`src/hre_pkg.sv`:
```
// package of constants and the cause byte encoder of the reply record
package hre_pkg;
   // ==========================================================
   // register byte offsets
   localparam logic [7:0] OFF_PROC   = 8'h00; // processing status
   localparam logic [7:0] OFF_REPLY  = 8'h04; // reply bytes 1 and 2
   localparam logic [7:0] OFF_FDSTAT = 8'h08; // field device status bytes
   localparam logic [7:0] OFF_DIAG   = 8'h0C; // channel error byte
   localparam logic [7:0] OFF_CTRL   = 8'h10; // command issue
   localparam logic [7:0] OFF_ISTAT  = 8'h14; // sticky events, write one to clear
   localparam logic [7:0] OFF_IMASK  = 8'h18; // event mask
   // ==========================================================
   // processing status codes
   localparam logic [2:0] PS_INACTIVE  = 3'h0;
   localparam logic [2:0] PS_RESERVED  = 3'h1;
   localparam logic [2:0] PS_WAITING   = 3'h2;
   localparam logic [2:0] PS_EXECUTING = 3'h3;
   localparam logic [2:0] PS_OK_DATA   = 3'h4;
   localparam logic [2:0] PS_OK_NODATA = 3'h5;
   localparam logic [2:0] PS_ERR_DATA  = 3'h6;
   localparam logic [2:0] PS_ERR_NODATA = 3'h7;
   // ==========================================================
   // reply byte 1 field positions
   localparam int B1_MORE_STATUS = 0;
   localparam int B1_COMM_ERROR  = 1;
   localparam int B1_PARAM_CHECK = 2;
   localparam int B1_RESERVED    = 3;
   localparam int B1_CAT_LSB     = 4;
   // channel error byte: more status bit and comm error bit
   localparam int DIAG_MORE_STATUS = 4;
   localparam int DIAG_COMM_ERROR  = 0;
   // ==========================================================
   // error categories
   localparam logic [3:0] CAT_UNSPEC   = 4'h0;
   localparam logic [3:0] CAT_MODEM    = 4'h1;
   localparam logic [3:0] CAT_CHANNEL  = 4'h2;
   localparam logic [3:0] CAT_COMMAND  = 4'h3;
   localparam logic [3:0] CAT_QUERY    = 4'h4;
   localparam logic [3:0] CAT_REPLY    = 4'h5;
   localparam logic [3:0] CAT_REJECT   = 4'h6;
   localparam logic [3:0] CAT_PROFILE  = 4'h7;
   localparam logic [3:0] CAT_VENDOR   = 4'h8;
   // highest legal cause codes of the enumerated categories
   localparam logic [2:0] MAX_MODEM_CAUSE   = 3'h5;
   localparam logic [2:0] MAX_CHANNEL_CAUSE = 3'h5;
   localparam logic [2:0] MAX_REJECT_CAUSE  = 3'h4;
   // flag masks of the query and reply categories, bit 7 set
   localparam logic [7:0] QUERY_FLAG_MASK = 8'h7A;
   localparam logic [7:0] REPLY_FLAG_MASK = 8'h7F;
   localparam logic [7:0] PROTO_FLAG_BIT  = 8'h80;
   // ==========================================================
   // control and event bits
   localparam int CTRL_ISSUE  = 0;
   localparam int EV_OK       = 0;
   localparam int EV_FAULT    = 1;
   localparam int EV_PARAM    = 2;
   localparam int EV_WIDTH    = 3;
   localparam logic [2:0] IMASK_RESET = 3'h0;
endpackage

`timescale 1ns/10ps

// ==========================================================
// cause byte: meaning depends on the error category
module hre_cause_encoder
(
   input  wire logic [3:0] category,
   input  wire logic [2:0] modem_cause,
   input  wire logic [2:0] channel_cause,
   input  wire logic [6:0] response_code,
   input  wire logic [6:0] rx_flags,
   input  wire logic [2:0] reject_cause,
   output logic      [7:0] cause_byte
);
   // out of range enumerated causes collapse to unspecified
   function automatic logic [7:0] limit_code(input logic [2:0] code, input logic [2:0] top);
      limit_code = (code <= top) ? {5'h00, code} : 8'h00;
   endfunction

   // select the cause layout of the category
   always_comb
   begin
      case (category)
         hre_pkg::CAT_MODEM:   cause_byte = limit_code(modem_cause, hre_pkg::MAX_MODEM_CAUSE);
         hre_pkg::CAT_CHANNEL: cause_byte = limit_code(channel_cause,
                                                       hre_pkg::MAX_CHANNEL_CAUSE);
         hre_pkg::CAT_COMMAND: cause_byte = {1'b0, response_code};
         hre_pkg::CAT_QUERY:   cause_byte = hre_pkg::PROTO_FLAG_BIT
                                          | ({1'b0, rx_flags} & hre_pkg::QUERY_FLAG_MASK);
         hre_pkg::CAT_REPLY:   cause_byte = hre_pkg::PROTO_FLAG_BIT
                                          | ({1'b0, rx_flags} & hre_pkg::REPLY_FLAG_MASK);
         hre_pkg::CAT_REJECT:  cause_byte = limit_code(reject_cause,
                                                       hre_pkg::MAX_REJECT_CAUSE);
         default:              cause_byte = 8'h00;
      endcase
   end
endmodule // hre_cause_encoder

```
`src/hre_reply_encoder.sv`:
```
// reply record fault encoder with apb register access
`timescale 1ns/10ps

module hre_reply_encoder
(
   input  wire logic        pclk,
   input  wire logic        presetn,
   input  wire logic        psel,
   input  wire logic        penable,
   input  wire logic        pwrite,
   input  wire logic [7:0]  paddr,
   input  wire logic [31:0] pwdata,
   output logic      [31:0] prdata,
   output logic             pready,
   output logic             pslverr,
   input  wire logic        chan_exec,
   input  wire logic        chan_done,
   input  wire logic        chan_fault,
   input  wire logic        chan_with_data,
   input  wire logic [3:0]  chan_category,
   input  wire logic [2:0]  modem_cause,
   input  wire logic [2:0]  channel_cause,
   input  wire logic [6:0]  response_code,
   input  wire logic [6:0]  rx_flags,
   input  wire logic [2:0]  reject_cause,
   input  wire logic [7:0]  fd_status1,
   input  wire logic [7:0]  fd_status2,
   input  wire logic        fd_comm_error,
   input  wire logic        loop_modem_changed,
   output logic             cmd_issue,
   output logic [2:0]       proc_status,
   output logic [7:0]       reply_byte1,
   output logic [7:0]       reply_byte2,
   output logic             irq
);
   // ==========================================================
   // state
   typedef enum logic [2:0]
   {
      HRE_IDLE = 3'b001,
      HRE_WAIT = 3'b010,
      HRE_EXEC = 3'b100
   } hre_phase_type;

   typedef struct packed
   {
      hre_phase_type phase;
      logic [2:0]    proc_status;
      logic [7:0]    byte1;
      logic [7:0]    byte2;
      logic [7:0]    stat1;
      logic [7:0]    stat2;
      logic [7:0]    diag;
      logic [2:0]    ev;
      logic [2:0]    mask;
      logic [31:0]   prdata;
      logic          pready;
      logic          pslverr;
      logic          cmd_issue;
      logic          irq;
   } hre_state_type;

   hre_state_type r;
   hre_state_type next_r;
   logic [7:0]    cause_byte;
   logic          access;
   logic          done_now;

   // ==========================================================
   // cause byte of the current outcome
   hre_cause_encoder u_cause
   (
      .category      (chan_category),
      .modem_cause   (modem_cause),
      .channel_cause (channel_cause),
      .response_code (response_code),
      .rx_flags      (rx_flags),
      .reject_cause  (reject_cause),
      .cause_byte    (cause_byte)
   );

   // read word of an address, error flag for unmapped ones
   function automatic logic [32:0] read_word(input hre_state_type s, input logic [7:0] a);
      case (a)
         hre_pkg::OFF_PROC:   read_word = {1'b0, 29'h0, s.proc_status};
         hre_pkg::OFF_REPLY:  read_word = {1'b0, 16'h0, s.byte2, s.byte1};
         hre_pkg::OFF_FDSTAT: read_word = {1'b0, 16'h0, s.stat2, s.stat1};
         hre_pkg::OFF_DIAG:   read_word = {1'b0, 24'h0, s.diag};
         hre_pkg::OFF_CTRL:   read_word = {1'b0, 32'h0};
         hre_pkg::OFF_ISTAT:  read_word = {1'b0, 29'h0, s.ev};
         hre_pkg::OFF_IMASK:  read_word = {1'b0, 29'h0, s.mask};
         default:             read_word = {1'b1, 32'h0};
      endcase
   endfunction

   assign access   = psel & penable & r.pready;
   assign done_now = chan_done & (r.phase != HRE_IDLE);

   // ==========================================================
   // next state
   always_comb
   begin
      logic [32:0] rd;
      logic [2:0]  set_ev;
      rd     = read_word(r, paddr);
      set_ev = '0;
      next_r = r;
      next_r.cmd_issue = 1'b0;
      // apb: setup cycle prepares the answer, access cycle completes it
      next_r.pready  = psel & ~penable;
      next_r.pslverr = psel & ~penable & rd[32];
      next_r.prdata  = (psel & ~penable & ~pwrite) ? rd[31:0] : 32'h0;
      // command issue starts a wait unless one is in flight
      if (access && pwrite && paddr == hre_pkg::OFF_CTRL && pwdata[hre_pkg::CTRL_ISSUE]
          && r.phase == HRE_IDLE)
      begin
         next_r.phase       = HRE_WAIT;
         next_r.proc_status = hre_pkg::PS_WAITING;
         next_r.cmd_issue   = 1'b1;
      end
      if (access && pwrite && paddr == hre_pkg::OFF_IMASK)
      begin
         next_r.mask = pwdata[hre_pkg::EV_WIDTH-1:0];
      end
      // channel side progress
      if (chan_exec && r.phase == HRE_WAIT && !chan_done)
      begin
         next_r.phase       = HRE_EXEC;
         next_r.proc_status = hre_pkg::PS_EXECUTING;
      end
      if (done_now)
      begin
         next_r.phase = HRE_IDLE;
         next_r.stat1 = fd_status1;
         next_r.stat2 = fd_status2;
         next_r.diag  = 8'h00;
         next_r.diag[hre_pkg::DIAG_MORE_STATUS] = |fd_status2;
         next_r.diag[hre_pkg::DIAG_COMM_ERROR]  = chan_fault & fd_comm_error;
         if (chan_fault)
         begin
            // record and status change together
            next_r.proc_status = chan_with_data ? hre_pkg::PS_ERR_DATA
                                                : hre_pkg::PS_ERR_NODATA;
            next_r.byte1 = 8'h00;
            next_r.byte1[hre_pkg::B1_MORE_STATUS] = |fd_status2;
            next_r.byte1[hre_pkg::B1_COMM_ERROR]  = fd_comm_error;
            next_r.byte1[hre_pkg::B1_PARAM_CHECK] = loop_modem_changed;
            next_r.byte1[hre_pkg::B1_RESERVED]    = 1'b0;
            next_r.byte1[hre_pkg::B1_CAT_LSB +: 4] = chan_category;
            next_r.byte2 = cause_byte;
            set_ev[hre_pkg::EV_FAULT] = 1'b1;
            set_ev[hre_pkg::EV_PARAM] = loop_modem_changed;
         end
         else
         begin
            next_r.proc_status = chan_with_data ? hre_pkg::PS_OK_DATA
                                                : hre_pkg::PS_OK_NODATA;
            next_r.byte1 = 8'h00;
            next_r.byte2 = 8'h00;
            set_ev[hre_pkg::EV_OK] = 1'b1;
         end
      end
      // sticky events: write one clears, a new event wins
      if (access && pwrite && paddr == hre_pkg::OFF_ISTAT)
      begin
         next_r.ev = r.ev & ~pwdata[hre_pkg::EV_WIDTH-1:0];
      end
      next_r.ev  = next_r.ev | set_ev;
      next_r.irq = |(next_r.ev & next_r.mask);
   end

   // ==========================================================
   // state register
   always_ff @(posedge pclk or negedge presetn)
   begin
      if (!presetn)
      begin
         r             <= '0;
         r.phase       <= HRE_IDLE;
         r.proc_status <= hre_pkg::PS_INACTIVE;
         r.mask        <= hre_pkg::IMASK_RESET;
      end
      else
      begin
         r <= next_r;
      end
   end

   assign prdata      = r.prdata;
   assign pready      = r.pready;
   assign pslverr     = r.pslverr;
   assign cmd_issue   = r.cmd_issue;
   assign proc_status = r.proc_status;
   assign reply_byte1 = r.byte1;
   assign reply_byte2 = r.byte2;
   assign irq         = r.irq;
endmodule // hre_reply_encoder

```
`config.mk`:
```
export PLATFORM = sky130hd
export DESIGN_NAME = hre_reply_encoder
export DESIGN_NICKNAME = d
export VERILOG_FILES = /design/src/hre_pkg.sv /design/src/hre_reply_encoder.sv
export SDC_FILE = /design/constraint.sdc
export NUM_CORES = 1
export LEC_CHECK = 0
export BUFFER_PORTS_ARGS = -buffer_cell sky130_fd_sc_hd__buf_2
export CORE_AREA = 3 3 138 107
export DETAILED_ROUTE_END_ITERATION = 12
export DIE_AREA = 0 0 141 110
export GPL_TIMING_DRIVEN = 0
export SLEW_MARGIN = 20
export SYNTH_ARGS = -nofsm -noshare
export SYNTH_HDL_FRONTEND = slang
export SYNTH_SLANG_ARGS = --single-unit
```
`constraint.sdc`:
```
create_clock -name pclk -period 4.9 [get_ports pclk]
set_input_delay 0.735 -clock pclk [delete_from_list [all_inputs] [get_ports pclk]]
set_output_delay 0.735 -clock pclk [all_outputs]
set_load 0.01 [all_outputs]
```
==> results by group, run 1 <==
Clock tree
  • H-Tree Depth: 3
  • Clock sink count: 64
  • Setup bufs post-CTS: 0
  • CTS max path bufs: 2
  • CTS Hold Bufs: 0
  • Resized Gates After CTS: 0
  • Clk root buf: clkbuf_16
  • CTS Buf Count: 9
  • Reg clk slew, reported paths: 0.06 ns
  • Skew-Pair Late Insertion Delay: 0.32 ns
  • CTS tree: built

Synthesis
  • Post-synth EDFFs: 0
  • Synth warnings: 0
  • Async S/R FF share, synth: 100%
  • Top_reg_cell synth: dfrtp_1
  • Post-Synthesis Cells: 365
  • Distinct cells, synth: 52
  • Syn_area_per_cell: 9.18 sq um
  • Seq/Total Area, Yosys: 47.8%
  • Yosys reg bits: 64
  • Post-Syn Area: 3350 sq um

GRT
  • Initial antenna violation count: 0
  • Pin count of the biggest net entering global routing: 44
  • GRT Total Usage: 12.6%
  • Vias in the first global route: 2949
  • First-pass GRT wire length: 15.3 mm
  • Grt ovf: 0

Pwr
  • VDD IR max: 0.000145 V
  • PwrDens: 408 nW/um^2
  • Lkg Pwr: 2.26 nW

Finish
  • ANT cells: 0
  • Share of layout cells above drive strength 1: 36.5%
  • Design area: 4450 sq um
  • Nets@finish: 588
  • Area Overhead vs Synth: 32.7%

Routing
  • DR WL/cell: 14.5 um
  • DRT Pass-1 Iters: 4
  • Total number of vias: 2962
  • Drt total wl: 9.80 mm
  • DR vias/cell: 4.39
  • Final ANT Viol Nets: 0
  • Final routed DRC violation total: 0
  • Initial DRC Count: 124

Status
  • Status: finished clean

Placement
  • IO Port Bufs: 101
  • Setup WS pre-CTS: 2.21 ns
  • Placed inst area: 4160 sq um
  • DP HPWL: 7.85 mm
  • Placer Congestion: 0.833

Worst setup path
  • Worst Setup Start Kind: input pin
  • Critical path arrival: 2.56 ns
  • Critical path type: input pin to flop
  • Worst Path Max Fanout: 4
  • Crit end category: flop
  • Worst endpoint required time: 5.10 ns
  • R2R setup slack: 2.57 ns

Timing
  • Setup_tns: 0 ns
  • Worst-Margin Slew: 0.672 ns
  • Final hold viol count: 0
  • FMAX: 424 MHz
  • Post-layout worst setup margin: 2.54 ns
  • Worst slew margin: 54.6%
  • Setup Skew: 0.00549 ns
  • Post-route minimum period: 2.36 ns
  • Final Cycle Share: 48.1%
  • Slew Viols, Final: 0
  • Setup-failing EPs final: 0
  • RSZ-0062 raised after global routing: false

Floorplan
  • Num ports: 149
  • Floorplan row count: 37
  • Die X: 141 um
  • Area of the core: 13600 sq um
  • Die Y-Extent: 110 um
  • Initial Util: 24.7%
  • Total die area: 15500 sq um

Hold path
  • Worst hold path class: input pin to async pin

Run
  • Max Cap Violations: 0
## worst max-delay path, stage by stage
cell	delay [ns]
buf_2	0.13
or4b_1	0.58
nor3_2	0.34
mux2_1	0.37
and2_1	0.14
a221o_1	0.27
## sequential cells by signal (all words and copies together), names as in the netlist
register and cells:
pready 1, cmd_issue 1, reply_byte1 7, prdata 16, proc_status 3, reply_byte2 8, irq 1, r 26
pslverr 1
## final timing paths
| check | end | cells after the start | startpoint |
|---|---|---|---|
| setup / recovery | irq$_DFF_PN0_ | 6 | paddr[1] |
| max in group asynchronous | r[52]$_DFFE_PN0N_ | 2 | presetn |
| hold / removal | r[38]$_DFF_PN0_ | 1 | presetn |
| min in group pclk | r[63]$_DFFE_PN0N_ | 2 | r[63]$_DFFE_PN0N_ |
| hold reg to reg | r[63]$_DFFE_PN0N_ | 2 | r[63]$_DFFE_PN0N_ |
| setup reg to reg | proc_status[1]$_DFFE_PN0P_ | 5 | r[85]$_DFFE_PN1P_ |
## cells in the mapped netlist, types with 2 or more instances
library cell,instances,area share [%]
a31oi_1,2,0.37
nand2_1,73,8.2
nor3b_1,3,0.67
a22oi_1,15,3.4
mux2_2,4,1.3
nor3_2,2,0.60
nand2b_1,6,1.1
inv_1,5,0.56
or4b_4,2,0.82
nor4_1,2,0.37
nor3_1,2,0.30
nor2_1,31,3.5
clkbuf_1,12,1.3
nor4b_1,2,0.52
buf_4,51,11
nand4b_1,2,0.52
a22o_1,5,1.3
dfrtp_1,63,47
buf_2,3,0.45
nand3_1,15,2.2
and3_1,2,0.37
nand4_1,3,0.56
a21o_1,5,1.1
nor2b_1,4,0.75
o21ai_0,13,1.9
a221oi_1,2,0.52
a21oi_1,10,1.5
and2_1,2,0.37
## layout make-up
class | count | area, sq um
fill | 1435 | 9120
clock buffer | 10 | 229
sequential | 64 | 1600
inverter | 5 | 18.8
multi-input combinational | 245 | 1340
buffer | 67 | 447
clock inverter | 6 | 60.1
tap | 175 | 219
timing repair buffer | 102 | 528
## cells in the final DEF (no fill, tap or decap), types with 4 or more instances in the layout
| master | synthesis | final |
|---|---|---|
| a21o_1 | 5 | 5 |
| a21oi_1 | 10 | 10 |
| a22o_1 | 5 | 5 |
| a22oi_1 | 15 | 15 |
| buf_2 | 3 | 103 |
| buf_4 | 51 | 52 |
| clkbuf_1 | 12 | 13 |
| clkbuf_16 | 0 | 9 |
| conb_1 | 1 | 17 |
| dfrtp_1 | 63 | 63 |
| inv_1 | 5 | 5 |
| mux2_2 | 4 | 4 |
| nand2_1 | 73 | 73 |
| nand2b_1 | 6 | 6 |
| nand3_1 | 15 | 15 |
| nor2_1 | 31 | 31 |
| nor2b_1 | 4 | 4 |
| o21ai_0 | 13 | 13 |
## routing by layer
metal  GRT usage [%]  vias up  share of wire, %
met2            19.1      120                43
met3            3.58        9               7.6
met1            17.7     1381                48
met4            3.73        0               1.1
met5               0        -                 0
li1                -     1452                 -
## cell families after synthesis
family / count (synthesis) / share of synthesized area (%)
AO/OA/AOI/OAI: 64 / 13.2
other: 1 / 0.112
flip-flops: 64 / 47.8
buffers and inverters: 72 / 13.9
multiplexers: 6 / 1.98
AND/OR/NAND/NOR: 158 / 23.0
## power breakdown
part | internal, W | leakage [nW] | switching (W)
Combinational | 0.000209 | 1.31 | 0.000239
Clock | 0.000391 | 0.138 | 0.000233
Sequential | 0.000650 | 0.817 | 0.0000932
Total | 0.00125 | 2.26 | 0.000565
## through the flow
step,power [W],hold slack [ns],cells,utilization (%)
finish,0.00181,0.302,674,32.8
global route,0.00192,0.320,674,32.8
CTS,0.00184,0.308,674,32.8
detailed placement,0.00120,0.469,658,30.7
global placement,0.00119,0.458,657,30.5
floorplan,0.00101,0.439,381,-
No activity file was read; power rests on OpenSTA's default activity.
==> inputs of run 2 (changes only) <==
- clock period: 4.9 -> 2.1 ns (I/O delays scaled with it)
==> run 2 against run 1 <==
  * Combinational power is 140% higher
  * Non-clock buffer count stayed put
  * Worst setup slack worse by 2.4 ns
  * Largest cell class unchanged
  * Highest routed layer unchanged
==> results by group, run 2 (same netlist as run 1, synthesis figures left out) <==
Status
  • Status: finished clean (unchanged)

GRT
  • GRT Total Usage: 12.7% (was 12.6%)
  • First-pass GRT wire length: 15.3 mm (about the same)
  • Vias in the first global route: 2952 (was 2949)
  • Pin count of the biggest net entering global routing: 44 (unchanged)
  • Initial antenna violation count: 0 (unchanged)
  • Grt ovf: 0 (unchanged)

Hold path
  • Hold Path Origin: fd_status1[1]
  • Cell depth of the worst min-delay path: 3
  • Worst hold path class: input pin to flop (was input pin to async pin)

Placement
  • IO Port Bufs: 101 (unchanged)
  • Placer Congestion: 0.833 (unchanged)
  • DP HPWL: 7.85 mm (unchanged)
  • Placed Cells: 658 (unchanged)

Floorplan
  • Total die area: 15500 sq um (unchanged)
  • Floorplan row count: 37 (unchanged)
  • Area of the core: 13600 sq um (unchanged)
  • Die Y-Extent: 110 um (unchanged)
  • Num ports: 149 (unchanged)
  • Initial Util: 24.7% (unchanged)
  • Die X: 141 um (unchanged)

Worst setup path
  • R2r worst-path depth: 6 (was 5)
  • Worst Setup Start Kind: flop (was input pin)
  • Critical path arrival: 2.21 ns (was 2.56 ns)
  • R2R setup slack: 0.09 ns (was 2.57 ns)
  • R2r startpoint: r[85]$_DFFE_PN1P_ (unchanged)
  • Worst endpoint required time: 2.30 ns (was 5.10 ns)
  • Critical path type: flop to flop (was input pin to flop)
  • Crit. Startpoint: r[85]$_DFFE_PN1P_ (was paddr[1])
  • Crit end category: flop (unchanged)
  • Worst Path Max Fanout: 10 (was 4)

Finish
  • Share of layout cells above drive strength 1: 37.3% (was 36.5%)
  • Max FFs per register: 26 (unchanged)
  • Biggest register: r (unchanged)
  • ANT cells: 0 (unchanged)
  • Commonest non-fill, non-tap cell in the layout: buf_2 (unchanged)
  • Nets@finish: 588 (unchanged)
  • Area Overhead vs Synth: 33.3% (was 32.7%)
  • Post-layout util: 32.9% (was 32.8%)
  • Commonest non-fill, non-tap cells in the layout: buf_2, nand2_1, dfrtp_1 (unchanged)
  • Finished Layout Cells: 674 (unchanged)

Timing
  • RSZ-0062 raised after global routing: false (unchanged)
  • Final Cycle Share: 95.6%
  • WHS: 0.184 ns (was 0.302 ns)
  • Post-route minimum period: 2.01 ns
  • Setup-failing EPs final: 0 (unchanged)
  • Final hold viol count: 0 (unchanged)
  • Worst-Margin Slew: 0.712 ns (was 0.672 ns)
  • Setup Skew: 0.00556 ns (was 0.00549 ns)
  • Slew Viols, Final: 0 (unchanged)
  • FMAX: 498 MHz
  • Worst slew margin: 51.9% (was 54.6%)

Clock tree
  • Skew-Pair Late Insertion Delay: 0.32 ns (about the same)
  • Reg clk slew, reported paths: 0.06 ns (about the same)
  • Clock sink count: 64 (unchanged)
  • H-Tree Depth: 3 (unchanged)
  • Setup bufs post-CTS: 0 (unchanged)
  • CTS tree: built (unchanged)
  • CTS Buf Count: 9 (unchanged)
  • Clk root buf: clkbuf_16 (unchanged)
  • CTS max path bufs: 2 (unchanged)

Pwr
  • Clock share of power: 34.2% (was 34.4%)
  • PwrDens: 951 nW/um^2 (was 408 nW/um^2)
  • Flop pwr share: 40.8% (was 41.0%)
  • Net Sw Power: 0.00132 W (was 0.000565 W)
  • VDD IR max: 0.000337 V (was 0.000145 V)
  • Power after layout: 0.00425 W (was 0.00181 W)
  • Lkg Pwr: 2.28 nW (was 2.26 nW)
  • Comb pwr share: 25.0% (was 24.7%)
  • P_int: 0.00293 W (was 0.00125 W)
  • Sw Ratio: 31.0% (was 31.1%)

Routing
  • Met1 wire length: 4.81 mm (was 4.75 mm)
  • Top Layer Used: met4 (unchanged)
  • DRT Pass-1 Iters: 5 (was 4)
  • Initial DRC Count: 160 (was 124)
  • Total number of vias: 2952 (was 2962)
  • Final routed DRC violation total: 0 (unchanged)
  • Metal3 WL: 704 um (was 748 um)
  • Final ANT Viol Nets: 0 (unchanged)
  • Drt total wl: 9.87 mm (was 9.80 mm)
  • DR WL met2: 4.24 mm (was 4.19 mm)
  • DR vias/cell: 4.38 (was 4.39)
  • DR WL/cell: 14.6 um (was 14.5 um)

Run
  • Max Cap Violations: 0 (unchanged)
==> run 2: cell count changes in the layout (fill, tap and decap cells not counted) <==
cell | previous run | this run
clkbuf_2 | 0 | 3
nor3b_1 | 3 | 2
clkbuf_1 | 13 | 9
nor3b_4 | 0 | 1
dlygate4sd3_1 | 0 | 1
==> run 2: per-layer routing <==
metal	global-route usage, %	vias to the layer above
met5	0	-
met4	3.80	0
met3	3.54	7
met2	19.1	107
met1	17.7	1385
li1	-	1453
==> run 2: cell type report <==
class                   count  area (sq um)
plain buffers              66           447
fillers                  1435          9100
clock buffers              10           229
clock inverters             6          60.1
multi-input cells         245          1350
flip-flops and latches     64          1600
well taps                 175           219
inverters                   5          18.8
repair buffers            103           538
==> run 2: repair_timing <==
| item | in CTS | in global routing |
|---|---|---|
| cloned | 0 | 0 |
| gates resized for setup | 3 | 3 |
| endpoints found under the setup margin | 31 | 13 |
| hold buffers | 1 | 0 |
| endpoints found under the hold margin | 20 | 0 |
==> run 2: power by group through the flow <==
stage	clock, W	sequential (W)	combinational, W
4_1_cts	0.00149	0.00173	0.00107
3_3_place_gp	0	0.00174	0.00103
2_1_floorplan	0	0.00167	0.000690
5_1_grt	0.00155	0.00176	0.00120
6_report	0.00145	0.00173	0.00106
3_5_place_dp	0	0.00175	0.00106
==> run 2: worst max-delay path: stages, from the launching register on <==
cell and delay, ns:
dfstp_2 0.56, nor3b_4 0.28, nor2b_1 0.08, clkbuf_1 0.22, and2_1 0.23, a21o_1 0.17, a221o_1 0.35
==> run 2: path summary, 6_finish.rpt <==
check                                    endpoint
min in group asynchronous         r[38]$_DFF_PN0_
worst min-delay path            r[59]$_DFFE_PN0N_
worst max register to register      irq$_DFF_PN0_
worst min register to register  r[63]$_DFFE_PN0N_
max in group asynchronous       r[50]$_DFFE_PN0N_
worst max-delay path                irq$_DFF_PN0_
==> run 2: metrics by stage <==
stage / TNS [ns] / area [sq um] / worst slack (ns)
after CTS: 0 / 4460 / 0.0445
after floorplan: 0 / 3410 / 0.0851
final: 0 / 4470 / 0.0921
after detailed placement: -4.47 / 4160 / -0.183
after global placement: -3.10 / 4140 / -0.158
after global routing: 0 / 4470 / 0.0258
==> inputs of run 3 (changes only) <==
- CELL_PAD_IN_SITES_DETAIL_PLACEMENT: unset -> 0
- CELL_PAD_IN_SITES_GLOBAL_PLACEMENT: unset -> 2
- CORE_AREA: 3 3 138 107 -> 3 3 141 109
- DIE_AREA: 0 0 141 110 -> 0 0 144 112
- PLACE_DENSITY_LB_ADDON: unset -> 0.1
- REMOVE_ABC_BUFFERS: unset -> 1
==> run 3 against run 2 <==
  * Wire length up 8.2%
  * Critical endpoint unchanged
  * Clock power down 6%
  * Sequential cell count unchanged
==> results by group, run 3 (same netlist as run 1, synthesis figures left out) <==
Floorplan
  • Num ports: 149 (unchanged)
  • Floorplan row count: 38 (was 37)
  • Die X: 144 um (was 141 um)
  • Die Y-Extent: 112 um (was 110 um)
  • Area of the core: 14200 sq um (was 13600 sq um)
  • Total die area: 16100 sq um (was 15500 sq um)
  • Initial Util: 23.6% (was 24.7%)

Timing
  • Setup Skew: 0.00807 ns (was 0.00556 ns)
  • Setup-failing EPs final: 0 (unchanged)
  • Worst slew margin: 39.6% (was 51.9%)
  • Worst-Margin Slew: 0.893 ns (was 0.712 ns)
  • Final hold viol count: 0 (unchanged)
  • RSZ-0062 raised after global routing: false (unchanged)
  • Final Cycle Share: 97.1% (was 95.6%)
  • Slew Viols, Final: 0 (unchanged)
  • FMAX: 490 MHz (was 498 MHz)
  • Post-route minimum period: 2.04 ns (was 2.01 ns)

Worst setup path
  • CP peak stage delay: 0.65 ns (was 0.56 ns)
  • Critical path type: input pin to flop (was flop to flop)
  • Worst Path Max Fanout: 11 (was 10)
  • Critical path arrival: 2.24 ns (was 2.21 ns)
  • CP bufs+invs: 1 (unchanged)
  • Worst path cell trace: buf_2 -> or4b_1 -> nor3_4 -> mux2_1 -> and2_1 -> a221o_1 (was nor3b_4 -> nor2b_1 -> clkbuf_1 -> and2_1 -> a21o_1 -> a221o_1)
  • CP max stage cell: or4b_1 (was dfstp_2)
  • Worst endpoint required time: 2.30 ns (about the same)
  • Worst Setup Start Kind: input pin (was flop)
  • Crit path max-delay family: simple AND/OR/NAND/NOR gates (unchanged)
  • Crit end category: flop (unchanged)

Clock tree
  • CTS tree: built (unchanged)
  • CTS max path bufs: 2 (unchanged)
  • Skew-Pair Late Insertion Delay: 0.33 ns (was 0.32 ns)
  • Clock sink count: 64 (unchanged)
  • Clk root buf: clkbuf_16 (unchanged)
  • CTS Buf Count: 9 (unchanged)
  • H-Tree Depth: 3 (unchanged)
  • Reg clk slew, reported paths: 0.06 ns (about the same)

GRT
  • Initial antenna violation count: 1 (was 0)
  • GRT Total Usage: 13.5% (was 12.7%)
  • Grt ovf: 0 (unchanged)
  • First-pass GRT wire length: 16.6 mm (was 15.3 mm)
  • Vias in the first global route: 2872 (was 2952)
  • Pin count of the biggest net entering global routing: 49 (was 44)

Finish
  • Area Overhead vs Synth: 22.7% (was 33.3%)
  • Commonest non-fill, non-tap cells in the layout: buf_2, nand2_1, dfrtp_1 (unchanged)
  • Biggest register: r (unchanged)
  • Share of layout cells above drive strength 1: 31.4% (was 37.3%)
  • Max FFs per register: 26 (unchanged)
  • Nets@finish: 526 (was 588)
  • Finished Layout Cells: 617 (was 674)
  • Commonest non-fill, non-tap cell in the layout: buf_2 (unchanged)
  • ANT cells: 0 (unchanged)

Routing
  • DRT Pass-1 Iters: 4 (was 5)
  • DR vias/cell: 4.52 (was 4.38)
  • Initial DRC Count: 137 (was 160)
  • Final ANT Viol Nets: 0 (unchanged)
  • Final routed DRC violation total: 0 (unchanged)
  • Total number of vias: 2788 (was 2952)
  • DR WL/cell: 17.3 um (was 14.6 um)
  • Drt total wl: 10.7 mm (was 9.87 mm)

Pwr
  • Lkg Pwr: 2.02 nW (was 2.28 nW)
  • Power after layout: 0.00403 W (was 0.00425 W)
  • VDD IR max: 0.000352 V (was 0.000337 V)
  • PwrDens: 981 nW/um^2 (was 951 nW/um^2)

Status
  • Status: finished clean (unchanged)

Placement
  • Placed Cells: 599 (was 658)
  • DP HPWL: 7.60 mm (was 7.85 mm)
  • IO Port Bufs: 102 (was 101)
  • Placer Congestion: 0.728 (was 0.833)

Run
  • Max Cap Violations: 0 (unchanged)

Hold path
  • Worst hold path class: input pin to flop (unchanged)
## run 3: changes by cell type in the layout (fill, tap and decap cells not counted), sizes merged
cell,delta
bufinv,-1
clkinvlp,-1
clkinv,-1
buf,-51
clkbuf,-8
## run 3: stage by stage
stage | setup WS (ns) | hold slack [ns] | TNS (ns) | util (%) | area [sq um]
final | 0.0605 | 0.180 | 0 | 28.9 | 4110
after CTS | 0.00957 | 0.168 | 0 | 28.7 | 4080
after global routing | 0.00688 | 0.176 | 0 | 28.9 | 4110
after detailed placement | -0.752 | 0.214 | -12.29 | 26.7 | 3790
after floorplan | -0.0595 | 0.0194 | -0.101 | - | 2960
after global placement | -1.03 | 0.458 | -40.00 | 26.0 | 3700
## run 3: worst paths after layout
path / start / to / slack [ns] / cells past startpoint
max: paddr[2] / irq$_DFF_PN0_ / 0.06 / 6
min: fd_status1[6] / r[64]$_DFFE_PN0N_ / 0.18 / 3
max reg2reg: r[85]$_DFFE_PN1P_ / irq$_DFF_PN0_ / 0.10 / 6
min reg2reg: r[55]$_DFFE_PN0N_ / r[55]$_DFFE_PN0N_ / 0.47 / 2
max in group asynchronous: presetn / r[85]$_DFFE_PN1P_ / 1.13 / 3
min in group asynchronous: presetn / prdata[9]$_DFF_PN0_ / 0.41 / 2
## run 3: area by class of cell
cell class,count,area [sq um]
clock inverters,3,17.5
fillers,1541,10100
inverters,5,18.8
flip-flops and latches,64,1600
repair buffers,107,606
clock buffers,13,250
multi-input cells,245,1390
well taps,180,225
## run 3: metal layers
layer / global-route usage (%) / wire length [um]
met1: 19.6 / 5270
met2: 20.1 / 4750
met5: 0 / 7
met4: 2.89 / 118
met3: 3.95 / 528
## run 3: where the power goes
group          switching, W  total, W  internal [W]
clock              0.000528   0.00136      0.000828
sequential         0.000216   0.00173       0.00152
combinational      0.000537  0.000943      0.000406
total               0.00128   0.00403       0.00275
## run 3: timing repair
item / CTS / global route
buffers inserted: 1 / 0
resized for setup: 1 / 5
endpoints found under the hold margin: 16 / 0
setup endpoints to repair: 24 / 8
hold buffers: 1 / 0
pin swaps: 1 / 0
## run 3: tightest hold or removal path, cell delays in order
cell     delay, ns
buf_2         0.07
nand2_1       0.04
nand2_1       0.04
